$ cat config.mk
export PLATFORM = sky130hd
export DESIGN_NAME = flash_ctl
export DESIGN_NICKNAME = d
export VERILOG_FILES = /design/src/hw/flash_ctl_pkg.sv /design/src/hw/flash_ctl_apb.sv /design/src/hw/flash_ctl_protect.sv /design/src/hw/flash_ctl.sv
export VERILOG_INCLUDE_DIRS = /design/src /design/src/hw
export SDC_FILE = /design/constraint.sdc
export NUM_CORES = 1
export LEC_CHECK = 0
export BUFFER_PORTS_ARGS = -buffer_cell sky130_fd_sc_hd__clkbuf_2
export CAP_MARGIN = 20
export CORE_MARGIN = 2
export CORE_UTILIZATION = 30
export CTS_CLUSTER_DIAMETER = 30
export DETAILED_ROUTE_END_ITERATION = 12
export GPL_TIMING_DRIVEN = 1
export PLACE_DENSITY = 0.63
export SYNTH_ARGS = -nofsm -noshare
export SYNTH_HDL_FRONTEND = slang
export SYNTH_SLANG_ARGS = --single-unit
$ cat constraint.sdc
create_clock -name CLK_I -period 5.15 [get_ports CLK_I]
set_input_delay 1.03 -clock CLK_I [delete_from_list [all_inputs] [get_ports CLK_I]]
set_output_delay 1.03 -clock CLK_I [all_outputs]
set_load 0.01 [all_outputs]
$ cat src/hw/flash_ctl_params.svh
// Offsets, field positions, reset values and timing counts of the
// nonvolatile array controller. Definitions only.
`ifndef FLASH_CTL_PARAMS_SVH
`define FLASH_CTL_PARAMS_SVH

// Register byte addresses on the APB
`define FL_OFS_CONTROL 8'h00
`define FL_OFS_PROTECT 8'h04
`define FL_OFS_STATUS 8'h08
`define FL_OFS_TARGET 8'h0C

// Control register fields
`define FL_BIT_PROGRAM 0
`define FL_BIT_ERASE 1
`define FL_BIT_WHOLE 2
`define FL_BIT_HV 3
`define FL_CONTROL_RESET 8'h00
`define FL_PROTECT_RESET 8'hFF

// Status register fields
`define FL_BIT_ARMED 0
`define FL_BIT_SETTLED 1
`define FL_BIT_REFUSED 2
`define FL_BIT_RECOVER 3
`define FL_BIT_PUMP 4

// Address geometry
`define FL_PAGE_LSB 9
`define FL_ROW_LSB 6
`define FL_OPTION_ADDR 16'hFFCF
`define FL_VECTOR_BASE 16'hFFD0
`define FL_NO_PROTECT 8'hFF

// Timing, in ns, and derived cycle counts (least times round up)
`define FL_CLK_NS 50
`define FL_TNVS_NS 5000
`define FL_TPAS_NS 10000
`define FL_TRCV_NS 1000
`define FL_TNVS_CYC ((`FL_TNVS_NS + `FL_CLK_NS - 1) / `FL_CLK_NS)
`define FL_TPAS_CYC ((`FL_TPAS_NS + `FL_CLK_NS - 1) / `FL_CLK_NS)
`define FL_TRCV_CYC ((`FL_TRCV_NS + `FL_CLK_NS - 1) / `FL_CLK_NS)

`endif

$ cat src/hw/flash_ctl_pkg.sv
// Types shared by the array controller modules.
// Assumes the constants header is included by the modules that need it.
package flash_ctl_pkg;

  // Sequencer phase, one-hot
  typedef enum logic [4:0] {
    PH_IDLE = 5'h01,
    PH_ARMED = 5'h02,
    PH_SETTLED = 5'h04,
    PH_HV_ON = 5'h08,
    PH_RECOVER = 5'h10
  } phase_type;

  // Operation that the latched target belongs to
  typedef enum logic [1:0] {
    OP_PROGRAM = 2'h0,
    OP_PAGE_ERASE = 2'h1,
    OP_WHOLE_ERASE = 2'h2
  } op_type;

endpackage

$ cat src/hw/flash_ctl_apb.sv
// APB slave front end of the array controller.
// Assumes a single clock; answers every access with no wait state.
`timescale 1ns/1ns
`include "flash_ctl_params.svh"
module flash_ctl_apb
  import flash_ctl_pkg::*;
(
  // Clock and reset
  input wire logic clk_i,
  input wire logic rst_b_i,
  // APB
  input wire logic psel_i,
  input wire logic penable_i,
  input wire logic pwrite_i,
  input wire logic [7:0] paddr_i,
  input wire logic [31:0] pwdata_i,
  output logic [31:0] prdata_o,
  output logic pready_o,
  output logic pslverr_o,
  // Register file side
  output logic wr_ctrl_o,
  output logic wr_prot_o,
  output logic wr_stat_o,
  output logic [7:0] wdata_o,
  input wire logic [7:0] ctrl_i,
  input wire logic [7:0] prot_i,
  input wire logic [7:0] stat_i,
  input wire logic [15:0] target_i
);

  logic access;
  logic mapped;
  logic [31:0] rd_mux;

  assign access = psel_i & penable_i;
  assign pready_o = 1'b1;
  assign wdata_o = pwdata_i[7:0];

  always_comb begin
    mapped = 1'b1;
    rd_mux = 32'h0000_0000;
    case (paddr_i)
      `FL_OFS_CONTROL: rd_mux = {24'h00_0000, ctrl_i};
      `FL_OFS_PROTECT: rd_mux = {24'h00_0000, prot_i};
      `FL_OFS_STATUS: rd_mux = {24'h00_0000, stat_i};
      `FL_OFS_TARGET: rd_mux = {16'h0000, target_i};
      default: mapped = 1'b0;
    endcase
  end

  // Unmapped or misaligned addresses answer with an error, no effect
  assign pslverr_o = access & ~mapped;
  assign wr_ctrl_o = access & pwrite_i & (paddr_i == `FL_OFS_CONTROL);
  assign wr_prot_o = access & pwrite_i & (paddr_i == `FL_OFS_PROTECT);
  assign wr_stat_o = access & pwrite_i & (paddr_i == `FL_OFS_STATUS);

  always_ff @(posedge clk_i or negedge rst_b_i) begin
    if (!rst_b_i) begin
      prdata_o <= 32'h0000_0000;
    end else if (psel_i & ~penable_i & ~pwrite_i) begin
      prdata_o <= rd_mux;
    end
  end

endmodule

$ cat src/hw/flash_ctl_protect.sv
// Protection window check for a latched target.
// Purely combinational; the caller supplies the latched address and op.
`timescale 1ns/1ns
`include "flash_ctl_params.svh"
module flash_ctl_protect
  import flash_ctl_pkg::*;
(
  input wire logic [7:0] prot_i,
  input wire logic [15:0] addr_i,
  input wire op_type op_i,
  output logic blocked_o
);

  logic [15:0] start;
  logic none;
  logic [15:0] hi;

  // Setting bits 7..1 give address bits 15..9, lower bits zero
  assign start = {prot_i[7:1], 9'h000};
  assign none = (prot_i == `FL_NO_PROTECT);

  // Highest address touched; the top page holds the vectors, so a unit
  // is fenced when any byte of it reaches FFC0 and up
  always_comb begin
    case (op_i)
      OP_PAGE_ERASE: hi = {addr_i[15:`FL_PAGE_LSB], 9'h1FF};
      OP_PROGRAM: hi = {addr_i[15:`FL_ROW_LSB], 6'h3F};
      default: hi = 16'hFFFF;
    endcase
  end

  // Window runs from the start up to FFFF. The option byte and vectors
  // are fenced for page erase and row programming; only a whole erase
  // may clear them, and that is refused while any window is set.
  always_comb begin
    case (op_i)
      OP_WHOLE_ERASE: blocked_o = ~none;
      default: blocked_o = (~none & (addr_i >= start)) |
        (hi[15:6] == 10'h3FF);
    endcase
  end

endmodule

$ cat src/hw/flash_ctl.sv
// Program and erase sequencer for the embedded nonvolatile array.
// Assumes the array macro applies erase/program while the pump is on.
//
// Behaviour
// Erased bits read 1; programming only drives chosen bits to 0.
// Page erase clears a 512-byte aligned page, its smallest unit.
// High voltage sets only with program or erase and settle done.
// With erase set, whole select picks full array, else one page.
// Program and erase never both held or set together.
// High voltage bit drives the pump and array high voltage.
// Page erase never clears the 48-byte vector area.
// Host page erase sequence: set, write, 5us, HV, 20ms, clear.
// Array write in erase mode selects the target, stores nothing.
// Host whole erase sequence: set, write, 5us, HV, 200ms, clear.
// Array reads resume only 1us after high voltage clears.
// Programming works on 64-byte aligned rows.
// Program select makes array writes latch address and data.
// Host row program: set, write, 5us, HV, 10us, bytes 20-40us.
// Host keeps byte spacing under the maximum program time.
// Host code must not run from the array being changed.
// Host keeps step order; unrelated work may interleave.
// Protected window runs from the setting's start up to FFFF.
// High voltage refused when the target is protected.
// Option byte and vectors are always protected; a whole erase still clears them when no window is set.
// Setting bits 7..1 give start address bits 15..9.
// Setting of all ones means no window; bit 0 only matters there.
// Refused high voltage writes are ignored, bit stays clear.
// Array writes with no mode selected change nothing.
`timescale 1ns/1ns
`include "flash_ctl_params.svh"
module flash_ctl
  import flash_ctl_pkg::*;
(
  // Clock and reset
  input wire logic CLK_I,
  input wire logic RST_B_I,
  // APB register port
  input wire logic PSEL_I,
  input wire logic PENABLE_I,
  input wire logic PWRITE_I,
  input wire logic [7:0] PADDR_I,
  input wire logic [31:0] PWDATA_I,
  output logic [31:0] PRDATA_O,
  output logic PREADY_O,
  output logic PSLVERR_O,
  // Processor access to the array
  input wire logic ARR_WR_I,
  input wire logic ARR_RD_I,
  input wire logic [15:0] ARR_ADDR_I,
  input wire logic [7:0] ARR_WDATA_I,
  output logic [7:0] ARR_RDATA_O,
  output logic ARR_READY_O,
  // Array macro
  input wire logic [7:0] CELL_RDATA_I,
  output logic PUMP_ON_O,
  output logic CELL_ERASE_O,
  output logic CELL_WHOLE_O,
  output logic [15:0] CELL_TARGET_O,
  output logic CELL_PROG_O,
  output logic [7:0] CELL_CLEAR_MASK_O
);

  localparam logic [8:0] TNVS_CYC = 9'(`FL_TNVS_CYC);
  localparam logic [8:0] TPAS_CYC = 9'(`FL_TPAS_CYC);
  localparam logic [8:0] TRCV_CYC = 9'(`FL_TRCV_CYC);

  function automatic logic [8:0] sat_inc(input logic [8:0] v);
    sat_inc = (v == 9'h1FF) ? v : v + 9'h001;
  endfunction

  function automatic logic same_unit(input logic [15:0] a,
                                     input logic [15:0] b,
                                     input op_type op);
    case (op)
      OP_PROGRAM: same_unit = (a[15:`FL_ROW_LSB] == b[15:`FL_ROW_LSB]);
      default: same_unit = 1'b1;
    endcase
  endfunction

  logic wr_ctrl;
  logic wr_prot;
  logic wr_stat;
  logic [7:0] wdata;
  logic [7:0] ctrl_rd;
  logic [7:0] stat_rd;
  logic pgm_q;
  logic erase_q;
  logic whole_q;
  logic hv_q;
  logic [7:0] prot_q;
  logic refused_q;
  logic [15:0] target_q;
  op_type op_q;
  op_type op_now;
  phase_type phase_q;
  logic [8:0] cnt_q;
  logic blocked;
  logic hv_req;
  logic hv_ok;
  logic mode_any;
  logic arr_latch;
  logic prog_ok;
  logic both_req;

  ////////////////////////////////////////////////////////////////////////
  // Register access

  flash_ctl_apb u_apb (
    .clk_i(CLK_I),
    .rst_b_i(RST_B_I),
    .psel_i(PSEL_I),
    .penable_i(PENABLE_I),
    .pwrite_i(PWRITE_I),
    .paddr_i(PADDR_I),
    .pwdata_i(PWDATA_I),
    .prdata_o(PRDATA_O),
    .pready_o(PREADY_O),
    .pslverr_o(PSLVERR_O),
    .wr_ctrl_o(wr_ctrl),
    .wr_prot_o(wr_prot),
    .wr_stat_o(wr_stat),
    .wdata_o(wdata),
    .ctrl_i(ctrl_rd),
    .prot_i(prot_q),
    .stat_i(stat_rd),
    .target_i(target_q)
  );

  always_comb begin
    ctrl_rd = 8'h00;
    ctrl_rd[`FL_BIT_PROGRAM] = pgm_q;
    ctrl_rd[`FL_BIT_ERASE] = erase_q;
    ctrl_rd[`FL_BIT_WHOLE] = whole_q;
    ctrl_rd[`FL_BIT_HV] = hv_q;
    stat_rd = 8'h00;
    stat_rd[`FL_BIT_ARMED] = (phase_q == PH_ARMED);
    stat_rd[`FL_BIT_SETTLED] = (phase_q == PH_SETTLED);
    stat_rd[`FL_BIT_REFUSED] = refused_q;
    stat_rd[`FL_BIT_RECOVER] = (phase_q == PH_RECOVER);
    stat_rd[`FL_BIT_PUMP] = hv_q;
  end

  ////////////////////////////////////////////////////////////////////////
  // Control bits

  assign mode_any = pgm_q | erase_q;
  assign both_req = wdata[`FL_BIT_PROGRAM] & wdata[`FL_BIT_ERASE];
  assign hv_req = wr_ctrl & wdata[`FL_BIT_HV] & ~hv_q;
  assign op_now = ~erase_q ? OP_PROGRAM :
    (whole_q ? OP_WHOLE_ERASE : OP_PAGE_ERASE);

  flash_ctl_protect u_protect (
    .prot_i(prot_q),
    .addr_i(target_q),
    .op_i(op_q),
    .blocked_o(blocked)
  );

  // Mode must match the one the target was latched under
  assign hv_ok = mode_any & (phase_q == PH_SETTLED) &
    (op_now == op_q) & ~blocked;

  always_ff @(posedge CLK_I or negedge RST_B_I) begin
    if (!RST_B_I) begin
      pgm_q <= 1'b0;
      erase_q <= 1'b0;
      whole_q <= 1'b0;
    end else if (wr_ctrl && !both_req) begin
      // A write asking for both leaves both as they were
      if (wdata[`FL_BIT_PROGRAM] && erase_q) begin
        pgm_q <= 1'b0;
        erase_q <= 1'b0;
      end else if (wdata[`FL_BIT_ERASE] && pgm_q) begin
        pgm_q <= 1'b0;
        erase_q <= 1'b0;
      end else begin
        pgm_q <= wdata[`FL_BIT_PROGRAM];
        erase_q <= wdata[`FL_BIT_ERASE];
      end
      whole_q <= wdata[`FL_BIT_WHOLE];
    end else if (wr_ctrl) begin
      whole_q <= wdata[`FL_BIT_WHOLE];
    end
  end

  always_ff @(posedge CLK_I or negedge RST_B_I) begin
    if (!RST_B_I) begin
      hv_q <= 1'b0;
    end else if (hv_req && hv_ok) begin
      hv_q <= 1'b1;
    end else if (wr_ctrl && !wdata[`FL_BIT_HV]) begin
      hv_q <= 1'b0;
    end
  end

  always_ff @(posedge CLK_I or negedge RST_B_I) begin
    if (!RST_B_I) begin
      prot_q <= `FL_PROTECT_RESET;
    end else if (wr_prot) begin
      prot_q <= wdata;
    end
  end

  // Sticky refusal flag; a new refusal wins over a write-one clear
  always_ff @(posedge CLK_I or negedge RST_B_I) begin
    if (!RST_B_I) begin
      refused_q <= 1'b0;
    end else if (hv_req && !hv_ok) begin
      refused_q <= 1'b1;
    end else if (wr_stat && wdata[`FL_BIT_REFUSED]) begin
      refused_q <= 1'b0;
    end
  end

  ////////////////////////////////////////////////////////////////////////
  // Sequencer phase and shared timer

  // A write in erase or program setup only names the target
  assign arr_latch = ARR_WR_I & mode_any & ~hv_q &
    (phase_q != PH_RECOVER);

  always_ff @(posedge CLK_I or negedge RST_B_I) begin
    if (!RST_B_I) begin
      target_q <= 16'h0000;
      op_q <= OP_PROGRAM;
    end else if (arr_latch) begin
      target_q <= ARR_ADDR_I;
      op_q <= op_now;
    end
  end

  always_ff @(posedge CLK_I or negedge RST_B_I) begin
    if (!RST_B_I) begin
      phase_q <= PH_IDLE;
      cnt_q <= 9'h000;
    end else begin
      case (phase_q)
        PH_IDLE: begin
          cnt_q <= 9'h000;
          if (arr_latch) begin
            phase_q <= PH_ARMED;
          end
        end
        PH_ARMED: begin
          cnt_q <= arr_latch ? 9'h000 : sat_inc(cnt_q);
          if (!mode_any) begin
            phase_q <= PH_IDLE;
          end else if (!arr_latch && cnt_q >= TNVS_CYC - 9'h001) begin
            phase_q <= PH_SETTLED;
          end
        end
        PH_SETTLED: begin
          cnt_q <= 9'h000;
          if (!mode_any) begin
            phase_q <= PH_IDLE;
          end else if (hv_req && hv_ok) begin
            phase_q <= PH_HV_ON;
          end else if (arr_latch) begin
            phase_q <= PH_ARMED;
          end
        end
        PH_HV_ON: begin
          cnt_q <= sat_inc(cnt_q);
          if (!hv_q) begin
            cnt_q <= 9'h000;
            phase_q <= PH_RECOVER;
          end
        end
        PH_RECOVER: begin
          cnt_q <= sat_inc(cnt_q);
          if (cnt_q >= TRCV_CYC - 9'h001) begin
            phase_q <= PH_IDLE;
          end
        end
        default: begin
          phase_q <= PH_IDLE;
          cnt_q <= 9'h000;
        end
      endcase
    end
  end

  ////////////////////////////////////////////////////////////////////////
  // Array macro drive

  assign PUMP_ON_O = hv_q;
  assign CELL_ERASE_O = hv_q & erase_q & (op_q != OP_PROGRAM);
  assign CELL_WHOLE_O = (op_q == OP_WHOLE_ERASE);
  // Page erase target is page aligned so the macro clears 512 bytes
  assign CELL_TARGET_O = (op_q == OP_PAGE_ERASE) ?
    {target_q[15:`FL_PAGE_LSB], 9'h000} : target_q;

  // Bytes are accepted only inside the latched row, after the settle
  assign prog_ok = ARR_WR_I & pgm_q & hv_q & (op_q == OP_PROGRAM) &
    (cnt_q >= TPAS_CYC - 9'h001) &
    same_unit(ARR_ADDR_I, target_q, OP_PROGRAM);

  always_ff @(posedge CLK_I or negedge RST_B_I) begin
    if (!RST_B_I) begin
      CELL_PROG_O <= 1'b0;
      CELL_CLEAR_MASK_O <= 8'h00;
    end else begin
      CELL_PROG_O <= prog_ok;
      if (prog_ok) begin
        CELL_CLEAR_MASK_O <= ~ARR_WDATA_I;
      end
    end
  end

  ////////////////////////////////////////////////////////////////////////
  // Read path

  // Reads stall while high voltage is on and through the recovery time
  // The pump-on phase is included so the cycle in which the bit drops
  // does not open a one-cycle read window before recovery starts
  assign ARR_READY_O = ~hv_q & (phase_q != PH_HV_ON) &
    (phase_q != PH_RECOVER);

  always_ff @(posedge CLK_I or negedge RST_B_I) begin
    if (!RST_B_I) begin
      ARR_RDATA_O <= 8'hFF;
    end else if (ARR_RD_I && ARR_READY_O) begin
      ARR_RDATA_O <= CELL_RDATA_I;
    end
  end

  ////////////////////////////////////////////////////////////////////////
  // Checks

  property p_interlock;
    @(posedge CLK_I) disable iff (!RST_B_I)
      !(pgm_q && erase_q);
  endproperty
  a_interlock: assert property (p_interlock)
    else $error("program and erase both set");

  property p_hv_needs_settle;
    @(posedge CLK_I) disable iff (!RST_B_I)
      $rose(hv_q) |-> $past(phase_q) == PH_SETTLED && $past(mode_any);
  endproperty
  a_hv_needs_settle: assert property (p_hv_needs_settle)
    else $error("high voltage set without settled setup");

  property p_settle_time;
    @(posedge CLK_I) disable iff (!RST_B_I)
      $rose(phase_q == PH_SETTLED) |-> $past(cnt_q) >= TNVS_CYC - 9'h001;
  endproperty
  a_settle_time: assert property (p_settle_time)
    else $error("settle shorter than the setup time");

  property p_hv_protect;
    @(posedge CLK_I) disable iff (!RST_B_I)
      $rose(hv_q) |-> !$past(blocked);
  endproperty
  a_hv_protect: assert property (p_hv_protect)
    else $error("high voltage set on protected target");

  property p_refuse_clear;
    @(posedge CLK_I) disable iff (!RST_B_I)
      hv_req && !hv_ok |=> !hv_q && refused_q;
  endproperty
  a_refuse_clear: assert property (p_refuse_clear)
    else $error("refused high voltage write took effect");

  property p_pump;
    @(posedge CLK_I) disable iff (!RST_B_I)
      PUMP_ON_O == hv_q && (!CELL_ERASE_O || PUMP_ON_O);
  endproperty
  a_pump: assert property (p_pump)
    else $error("pump state differs from high voltage bit");

  property p_recovery;
    @(posedge CLK_I) disable iff (!RST_B_I)
      $fell(hv_q) |-> !ARR_READY_O [*7] ##1 !ARR_READY_O [*7] ##1
        !ARR_READY_O [*7] ##1 ARR_READY_O;
  endproperty
  a_recovery: assert property (p_recovery)
    else $error("array read reopened at wrong time");

  property p_vector_page;
    @(posedge CLK_I) disable iff (!RST_B_I)
      CELL_ERASE_O && op_q == OP_PAGE_ERASE |->
        CELL_TARGET_O[15:`FL_PAGE_LSB] != 7'h7F;
  endproperty
  a_vector_page: assert property (p_vector_page)
    else $error("page erase reached the vector page");

  property p_idle_write;
    @(posedge CLK_I) disable iff (!RST_B_I)
      ARR_WR_I && !mode_any |=> !CELL_PROG_O && $stable(target_q);
  endproperty
  a_idle_write: assert property (p_idle_write)
    else $error("array write with no mode had an effect");

  property p_row;
    @(posedge CLK_I) disable iff (!RST_B_I)
      CELL_PROG_O |-> ($past(ARR_ADDR_I) >> 6) == (target_q >> 6);
  endproperty
  a_row: assert property (p_row)
    else $error("byte programmed outside latched row");

endmodule

Yosys cells after proc, flatten, opt, wreduce, memory -nomap -nowiden
Index checks and enable logic that the tools add are counted.
{"block": "word_totals", "register_bits": 94, "output_inout_bits": 71, "in_bits": 79}
{"block": "op_classes", "add_sub_neg": 1, "magnitude_cmp": 4, "mux": 29, "bitwise": 36, "eq_ne": 20, "reduce_logical": 21}
{"op": "$pmux W16 S4", "n": 1}
{"op": "$mux W9", "n": 4}
{"op": "$mux W5", "n": 7}
{"op": "$pmux W16 S2", "n": 1}
{"op": "$and A1 B1 Y1", "n": 27}
{"op": "$pmux W9 S3", "n": 1}
{"op": "$pmux W5 S5", "n": 1}
{"op": "$eq A8 B4 Y1 const B", "n": 2}
{"op": "$ge A16 B16 Y1", "n": 1}
{"op": "$mux W1", "n": 12}
{"op": "$eq A10 B10 Y1", "n": 1}
{"op": "$eq A10 B10 Y1 const B", "n": 1}
{"op": "$add A9 B1 Y9 const B", "n": 1}
{"op": "$eq A9 B9 Y1 const B", "n": 1}
{"op": "$ge A9 B5 Y1 const B", "n": 1}
{"op": "$ge A9 B7 Y1 const B", "n": 1}
{"op": "$ge A9 B8 Y1 const B", "n": 1}
{"op": "$logic_and A1 B1 Y1", "n": 9}
{"op": "$eq A8 B3 Y1 const B", "n": 1}
{"op": "$eq A8 B8 Y1 const B", "n": 1}
{"op": "$logic_not A8 Y1", "n": 1}
{"op": "$not A8 Y8", "n": 1}
{"op": "$reduce_bool A2 Y1", "n": 4}
{"op": "$not A1 Y1", "n": 6}
{"op": "18 further kinds", "n": 24}

Depth between registers and ports, before layout
Gate-level depths: netlist of run 1.
{"block": "depth", "word_depth": 11, "ltp_mapped": 9, "mapped_depth_nobuf": 8}

By module
From an unflattened synthesis of run 1, not the netlist that was laid out.
{"block": "unflattened", "cells_unflattened": 404, "area_unflattened_um2": 4479.3}
{"module": "flash_ctl", "area_each_um2": 3125.5, "n_inst": 1, "cells_per_inst": 268}
{"module": "flash_ctl_apb", "area_each_um2": 1084.8, "n_inst": 1, "cells_per_inst": 101}
{"module": "flash_ctl_protect", "area_each_um2": 269.0, "n_inst": 1, "cells_per_inst": 35}

Least setup slack after synthesis of run 1
Ideal clock, no wire load.
{"block": "synth_timing", "path_kind": "input to output", "start": "input port PADDR_I[7]", "end": "output port PSLVERR_O", "path_stages": 3, "arrival_time_ns": 1.644, "path_slack_ns": 2.476, "cell_sequence": "nor4_1 -> nand2_1 -> and3_1"}
{"block": "synth_via", "elab_chain_len": 5, "elab_cells_between_ends": 8, "cone_classes": "eq/ne: 3; mux: 1; bitwise: 2; reduce/logical: 2"}
{"item": "start, declared", "line": "flash_ctl.sv:41", "source": "input wire logic [7:0] PADDR_I,"}
{"item": "$eq A8 B4 Y1 (tied with other cells)", "line": "flash_ctl_apb.sv:42", "source": "case (paddr_i)"}
{"item": "$reduce_or A4 Y1 (no source line) (*)"}
{"item": "$mux W1 (*)", "line": "flash_ctl_apb.sv:42"}
{"item": "$not A1 Y1 (*)", "line": "flash_ctl_apb.sv:52", "source": "assign pslverr_o = access & ~mapped;"}
{"item": "$and A1 B1 Y1 (*)", "line": "flash_ctl_apb.sv:52"}
{"item": "end, declared", "line": "flash_ctl.sv:45", "source": "output logic PSLVERR_O,"}
Mark *: on every way between the ends. The rest lies on a longest branch, timed or not.

Worst setup path in the final report of run 1
Same ends and word-level chain as after synthesis.

==> impl_results.md, run 1 <==
- Status: completed
- Initial core utilization: 30.6%
- Avg WL per Cell: 15.5 um
- Metal-1 WL: 4760 um
- Switching power: 0.326 mW
- Drt drc: 0
- Longest Clk Path Bufs: 2
- GPL Wtd Cong: 0.855
- Fin crit share: 58.2%
- Area fraction of the dominant cell type after synthesis: 36.1%
- Slowest stage delay, CP: 0.26 ns
- Final period demand of the worst path: 2.99 ns
- Yosys top cell by area: dfrtp_1
- Placed cell count: 667
- Post-Syn Instances: 400
- Crit path kind: input pin to output port
- Avg Inst Size Synth: 10.6 um2
- Row Count: 43
- Global-route wire length before repair: 17200 um
- Die Height: 123 um
- Pre-CTS setup slack: 2.10 ns
- Comb pwr share: 9.5%
- Critical Path Fanout Max: 6
- Switching fraction of total power: 22.9%
- FF+latch count, synth: 78
- Metal3 WL: 755 um
- I/O Buffers: 108
- Sequential share of power: 46.2%
- Vias/cell: 4.89
- Clk_lat worst skew: 0.34 ns
- Iter 0 DRT Violations: 167
- Dpl hpwl: 8130 um
- Most used cell, CP: clkbuf_2
- Post-CTS Setup Inserts: 0
- Static Leak: 2.38 nW
- CTS Sinks: 78
- Peak supply drop: 0.160 mV
- Floorplan core area: 13800 um2
- Drt pass-1 iters: 5
- CTS Root Cell: clkbuf_16
- Hold slack: 0.475 ns
- Netlist cell types: 54
- Critical path data arrival time: 1.96 ns
- CP endpoint kind: output port
- GRT overflow: 0
- Setup-failing EPs final: 0
- Critical Path Source Type: input pin
- Setup tns final: 0 ns
- Post-Layout Cell Count: 684
- Vias in the first global route: 3346
- Slew margin rel.: 35.2%
- Synth top cells by count: dfrtp_1, mux2_2, nand2_1, nor2_1, buf_4
- PwrDens: 279 nW/um2
- Crit path max-delay cell type: nor4_1
- FMAX: 0.334 GHz
- RSZ-0062 raised after global routing: false
- Clock share of power: 44.3%
- DIE WIDTH: 123 um
- Nets: 585
- Maxcap violations: 0
- Synth area leaders: dfrtp_1, dfstp_2, mux2_2
- Slew @ Worst Pin: 0.972 ns
- Initial antenna violation count: 1
- Share of cells above drive strength 1: 36.6%
- Total GRT Usage: 14.9%
- Sequential-to-total area share from yosys stat: 46.7%
- Yosys warns: 0
- Post-synth EDFFs: 0
- Vias: 3348
- Cts hold-fix bufs: 0
- DRT Wirelength: 10600 um
- Clock Skew: 0.00889 ns
- Critical-path cell list: clkbuf_2 > nor4_1 > nand2_1 > and3_1 > clkbuf_2
- Worst min-delay path category: register to register
- Post-cts sizing count: 0
- Main synth FF type: dfrtp_1
- Area growth from synthesis to layout: 20.7%
- Most common cell in the netlist: dfrtp_1
- Ports: 150
- Clock-pin slew on the worst setup and hold paths: 0.06 ns
- Power Internal: 1.10 mW
- TritonCTS clock tree: yes
- Hold Vio Cnt, Final: 0
- Fin util: 36.9%
- Ys async rst share: 100%
- Met2 wire length: 4900 um
- CTS Buf Count: 9
- Synthesized area: 4230 um2
- Highest Signal Layer: met4
- H-tree depth: 3
- Largest net degree at the start of global routing: 79
- Final slew viol count: 0
- Worst Path Required: 4.12 ns
- Die area: 15100 um2
- Antenna Nets Post-Route: 0
- Final worst slack: 2.16 ns
[power groups by stage]
stage	logic, mW	registers [mW]	clock network [mW]
3_3_place_gp	0.133	0.667	0
5_1_grt	0.154	0.661	0.680
2_1_floorplan	0.0848	0.663	0
4_1_cts	0.137	0.658	0.652
3_5_place_dp	0.136	0.668	0
6_report	0.135	0.658	0.631
[layer usage]
| metal | global-route usage, % | vias to the layer above |
|---|---|---|
| met5 | 0 | - |
| met4 | 6.25 | 0 |
| met3 | 3.49 | 11 |
| li1 | - | 1595 |
| met1 | 19.6 | 1612 |
| met2 | 23.4 | 130 |
[worst max-delay path, delay by kind of cell]
kind,cells,cell delay (ns)
AND/OR/NAND/NOR,3,0.73
buffers and inverters,2,0.20
[cells in the final DEF, fill, tap and decap left out, types with 3 or more instances in the layout]
cell type  count
a21oi_1        7
a22o_1        14
a31oi_1        4
and2_1        14
clkbuf_1       4
clkbuf_16      9
clkbuf_2     107
conb_1        17
dfrtp_1       61
dfstp_2       17
ha_1           8
inv_1         16
mux2_2        31
mux2i_1        6
mux4_2         3
nand2_1       31
nand3_1       13
nand4_1        8
nor2_1        28
nor2b_1        5
nor3_1         9
nor4_1         6
o2111ai_1      4
o21ai_0       19
o21ai_2        8
or4_1          3
xnor2_1        8
xor2_1         8
[registers in the layout, indices dropped and copies added (netlist names)]
name,count
target_q,16
u_apb.prdata_o,16
cnt_q,9
ARR_RDATA_O,8
CELL_CLEAR_MASK_O,8
prot_q,8
phase_q,5
op_q,2
CELL_PROG_O,1
PUMP_ON_O,1
erase_q,1
pgm_q,1
refused_q,1
whole_q,1
[cell families (layout without fill, tap and decap cells)]
group / after synthesis / in the layout / synth area share, %
XOR/XNOR: 16 / 16 / 3.31
AND/OR/NAND/NOR: 132 / 132 / 16.0
AO/OA/AOI/OAI: 70 / 70 / 12.0
other: 2 / 18 / 0.178
multiplexers: 41 / 41 / 11.9
adder cells (fa/ha/maj): 8 / 8 / 2.37
flip-flops: 78 / 78 / 46.7
buffers and inverters: 53 / 141 / 7.58
[path summary, 6_finish.rpt]
check                                                 start                                to  slack (ns)  cells past startpoint
max                                              PADDR_I[7]                         PSLVERR_O        2.16                      5
min                        CELL_CLEAR_MASK_O[1]$_DFFE_PN0P_  CELL_CLEAR_MASK_O[1]$_DFFE_PN0P_        0.48                      2
max reg2reg                           prot_q[5]$_DFFE_PN1P_            phase_q[1]$_DFFE_PN0P_        2.58                      8
min reg2reg                CELL_CLEAR_MASK_O[1]$_DFFE_PN0P_  CELL_CLEAR_MASK_O[1]$_DFFE_PN0P_        0.48                      2
max in group asynchronous                           RST_B_I  CELL_CLEAR_MASK_O[7]$_DFFE_PN0P_        3.66                      1
min in group asynchronous                           RST_B_I     u_apb.prdata_o[7]$_DFFE_PN0P_        0.85                      1
[metrics by stage]
| stage | power [mW] | area (um2) |
|---|---|---|
| floorplan | 0.748 | 4280 |
| global placement | 0.801 | 4800 |
| detailed placement | 0.805 | 4800 |
| CTS | 1.45 | 5100 |
| global route | 1.49 | 5100 |
| finish | 1.42 | 5100 |
[area by class of cell]
type	instances	area [um2]
Inverter	16	60.1
Sequential cell	78	1970
Tap cell	180	225
Clock buffer	15	268
Timing Repair Buffer	109	551
Fill cell	1382	8720
Clock inverter	1	30.0
Antenna cell	1	2.50
Multi-Input combinational cell	284	2000
No activity file was read; power rests on OpenSTA's default activity.
==> run 2, diff against run 1 <==
--- a/config.mk
+++ b/config.mk
@@ -13,7 +13,7 @@
 export CTS_CLUSTER_DIAMETER = 30
 export DETAILED_ROUTE_END_ITERATION = 12
 export GPL_TIMING_DRIVEN = 1
-export PLACE_DENSITY = 0.63
+export PLACE_DENSITY = 0.65
 export SYNTH_ARGS = -nofsm -noshare
 export SYNTH_HDL_FRONTEND = slang
 export SYNTH_SLANG_ARGS = --single-unit
==> constraint.sdc (replaced) <==
create_clock -name CLK_I -period 2.6 [get_ports CLK_I]
set_input_delay 0.52 -clock CLK_I [delete_from_list [all_inputs] [get_ports CLK_I]]
set_output_delay 0.52 -clock CLK_I [all_outputs]
set_load 0.01 [all_outputs]
==> run 2 against run 1 <==
Critical path depth increased by 3. First-iteration DRC count rose by 30%. Sequential cell count is the same. Count of clock-buffer cells in the layout down 4. Largest cell class unchanged. Die area unchanged. Clock skew is 0.0013 ns lower. Sequential share of layout area is 1.0 points lower. Wire length is 3.0% higher.
==> impl_results.md, run 2 (synthesized netlist as in run 1, its figures left out) <==
- H-tree depth: 3 (unchanged)
- Sequential share of power: 44.0% (-2.2 points)
- Setup tns final: 0 ns (unchanged)
- # fillers: 1347 (-2.5%)
- FMAX: 0.407 GHz
- Peak supply drop: 0.304 mV (+90%)
- Ports: 150 (unchanged)
- TritonCTS clock tree: yes
- Crit path max-delay cell type: or4_1
- Comb pwr share: 9.8% (+0.3 points)
- Iter 0 DRT Violations: 217 (+30%)
- Dpl hpwl: 8460 um (+4.0%)
- Clock Skew: 0.00754 ns (-0.00134 ns)
- Met2 GRT Util: 23.2% (-0.21 points)
- Slew margin rel.: 59.6% (+24 points)
- Fin util: 37.9% (+0.98 points)
- Static Leak: 2.46 nW (+3.4%)
- Clock share of power: 46.2% (+1.9 points)
- GRT overflow: 0 (unchanged)
- Critical Path Source Type: register
- Met3 usage in global routing: 4.09% (+0.60 points)
- Commonest non-fill, non-tap cell in the layout: clkbuf_2
- Crit path kind: register to register
- Vias/cell: 4.89 (-0.17%)
- Initial antenna violation count: 0 (-1)
- Drt drc: 0 (unchanged)
- Status: completed
- GPL Wtd Cong: 0.853 (-0.21%)
- CP endpoint kind: register
- Share of cells above drive strength 1: 38.8% (+2.2 points)
- CTS Root Cell: clkbuf_16
- Longest Clk Path Bufs: 2 (unchanged)
- GR Util met1: 19.5% (-0.14 points)
- Power Internal: 2.26 mW (+110%)
- Critical path buffers and inverters: 1 (-1)
- DRT Wirelength: 10900 um (+3.0%)
- Most Crowded Layer GR: met2
- Largest net degree at the start of global routing: 48 (-39%)
- Worst min-delay path category: input pin to async pin
- Final slew viol count: 0 (unchanged)
- Clk_lat worst skew: 0.34 ns (about the same)
- CTS Sinks: 78 (unchanged)
- Critical Path Fanout Max: 4 (-2)
- Avg WL per Cell: 15.6 um (+1.2%)
- Total GRT Usage: 14.9% (about the same)
- Most frequent cells in the layout: clkbuf_2, dfrtp_1, nand2_1, mux2_2, nor2_1
- Maxcap violations: 0 (unchanged)
- Cts hold-fix bufs: 0 (unchanged)
- Antenna diodes: 0 (-1)
- Vias: 3401 (+1.6%)
- PwrDens: 563 nW/um2 (+100%)
- Vias in the first global route: 3168 (-5.3%)
- Final period demand of the worst path: 2.46 ns
- Slew @ Worst Pin: 0.604 ns (-0.368 ns)
- Nets: 598 (+2.2%)
- Floorplan core area: 13800 um2 (unchanged)
- CTS Buf Count: 9 (unchanged)
- CP top delay family: compound AO/OA/AOI/OAI gates
- Fin crit share: 94.6%
- DIE WIDTH: 123 um (unchanged)
- Antenna Nets Post-Route: 0 (unchanged)
- Global-route wire length before repair: 16700 um (-2.7%)
- Die Height: 123 um (unchanged)
- I/O Buffers: 108 (unchanged)
- Clock-pin slew on the worst setup and hold paths: 0.05 ns (about the same)
- Area growth from synthesis to layout: 23.9%
- Die area: 15100 um2 (unchanged)
- Worst reg2reg path depth: 8 (unchanged)
- Regs by FF count: target_q: 16 flops, u_apb.prdata_o: 16 flops, cnt_q: 9 flops
- Critical-path cell list: inv_1 > ha_1 > a21oi_1 > nor2_1 > a2111oi_1 > a31oi_1 > or4_1 > a22o_1
- Hold Vio Cnt, Final: 0 (unchanged)
- Setup-failing EPs final: 0 (unchanged)
- Worst Path Required: 2.82 ns (-1.30 ns)
- Row Count: 43 (unchanged)
- Slowest stage delay, CP: 0.58 ns (+0.32 ns)
- Switching fraction of total power: 23.4% (+0.56 points)
- Initial core utilization: 30.6% (unchanged)
- Critical path data arrival time: 2.68 ns (+0.72 ns)
- CP Depth: 8 (+3)
- Switching power: 0.691 mW (+110%)
- RSZ-0062 raised after global routing: false
- Drt pass-1 iters: 4 (-1)
run 2: worst register-to-register path, cell delays in order (launching register included):
cell and delay (ns):
dfstp_2 0.55, inv_1 0.05, ha_1 0.29, a21oi_1 0.14
nor2_1 0.06, a2111oi_1 0.26, a31oi_1 0.17, or4_1 0.58
a22o_1 0.24
run 2: per-layer routing:
metal  routed length [um]  part of all wire, %
met5                    0                    0
met3                  761                  7.0
met2                 5080                   47
met4                  212                  1.9
met1                 4830                   44
run 2: per-stage QoR:
| step | hold WS [ns] | instance area, um2 | setup slack [ns] | power [mW] | std cells |
|---|---|---|---|---|---|
| floorplan | 0.224 | 4280 | 0.287 | 1.48 | 415 |
| global placement | 0.458 | 4910 | 0.104 | 1.60 | 680 |
| detailed placement | 0.470 | 4910 | 0.124 | 1.61 | 680 |
| CTS | 0.130 | 5240 | 0.102 | 2.98 | 696 |
| global route | 0.153 | 5240 | 0.00516 | 3.07 | 696 |
| finish | 0.125 | 5240 | 0.141 | 2.95 | 696 |
run 2: final cells by class:
class	instances	area [um2]	area share, %
tap	180	225	4.30
timing repair buffer	122	661	12.6
clock inverter	5	81.3	1.55
multi-input combinational	284	2000	38.1
sequential	78	1970	37.7
inverter	16	60.1	1.15
clock buffer	11	243	4.63
run 2: power by group through the flow:
stage               Sequential [mW]  Combinational [mW]  Clock, mW
CTS                            1.30               0.291       1.39
global placement               1.32               0.283          0
detailed placement             1.32               0.289          0
floorplan                      1.31               0.168          0
global route                   1.30               0.319       1.45
finish                         1.30               0.288       1.36
run 2: worst paths after layout:
path / from / to / slack, ns
worst max-delay path: prot_q[5]$_DFFE_PN1P_ / phase_q[1]$_DFFE_PN0P_ / 0.14
max in group asynchronous: RST_B_I / ARR_RDATA_O[1]$_DFFE_PN1P_ / 1.84
worst min-delay path: RST_B_I / target_q[6]$_DFFE_PN0P_ / 0.12
min in group CLK_I: ARR_WDATA_I[4] / CELL_CLEAR_MASK_O[4]$_DFFE_PN0P_ / 0.35
worst min register to register: CELL_CLEAR_MASK_O[2]$_DFFE_PN0P_ / CELL_CLEAR_MASK_O[2]$_DFFE_PN0P_ / 0.48
worst max register to register: prot_q[5]$_DFFE_PN1P_ / phase_q[1]$_DFFE_PN0P_ / 0.14
run 2: timing repair:
item	4_1_cts	5_1_grt
setup buffers	0	0
endpoints found under the hold margin	0	0
endpoints found under the setup margin	0	1
gates resized for setup	0	1
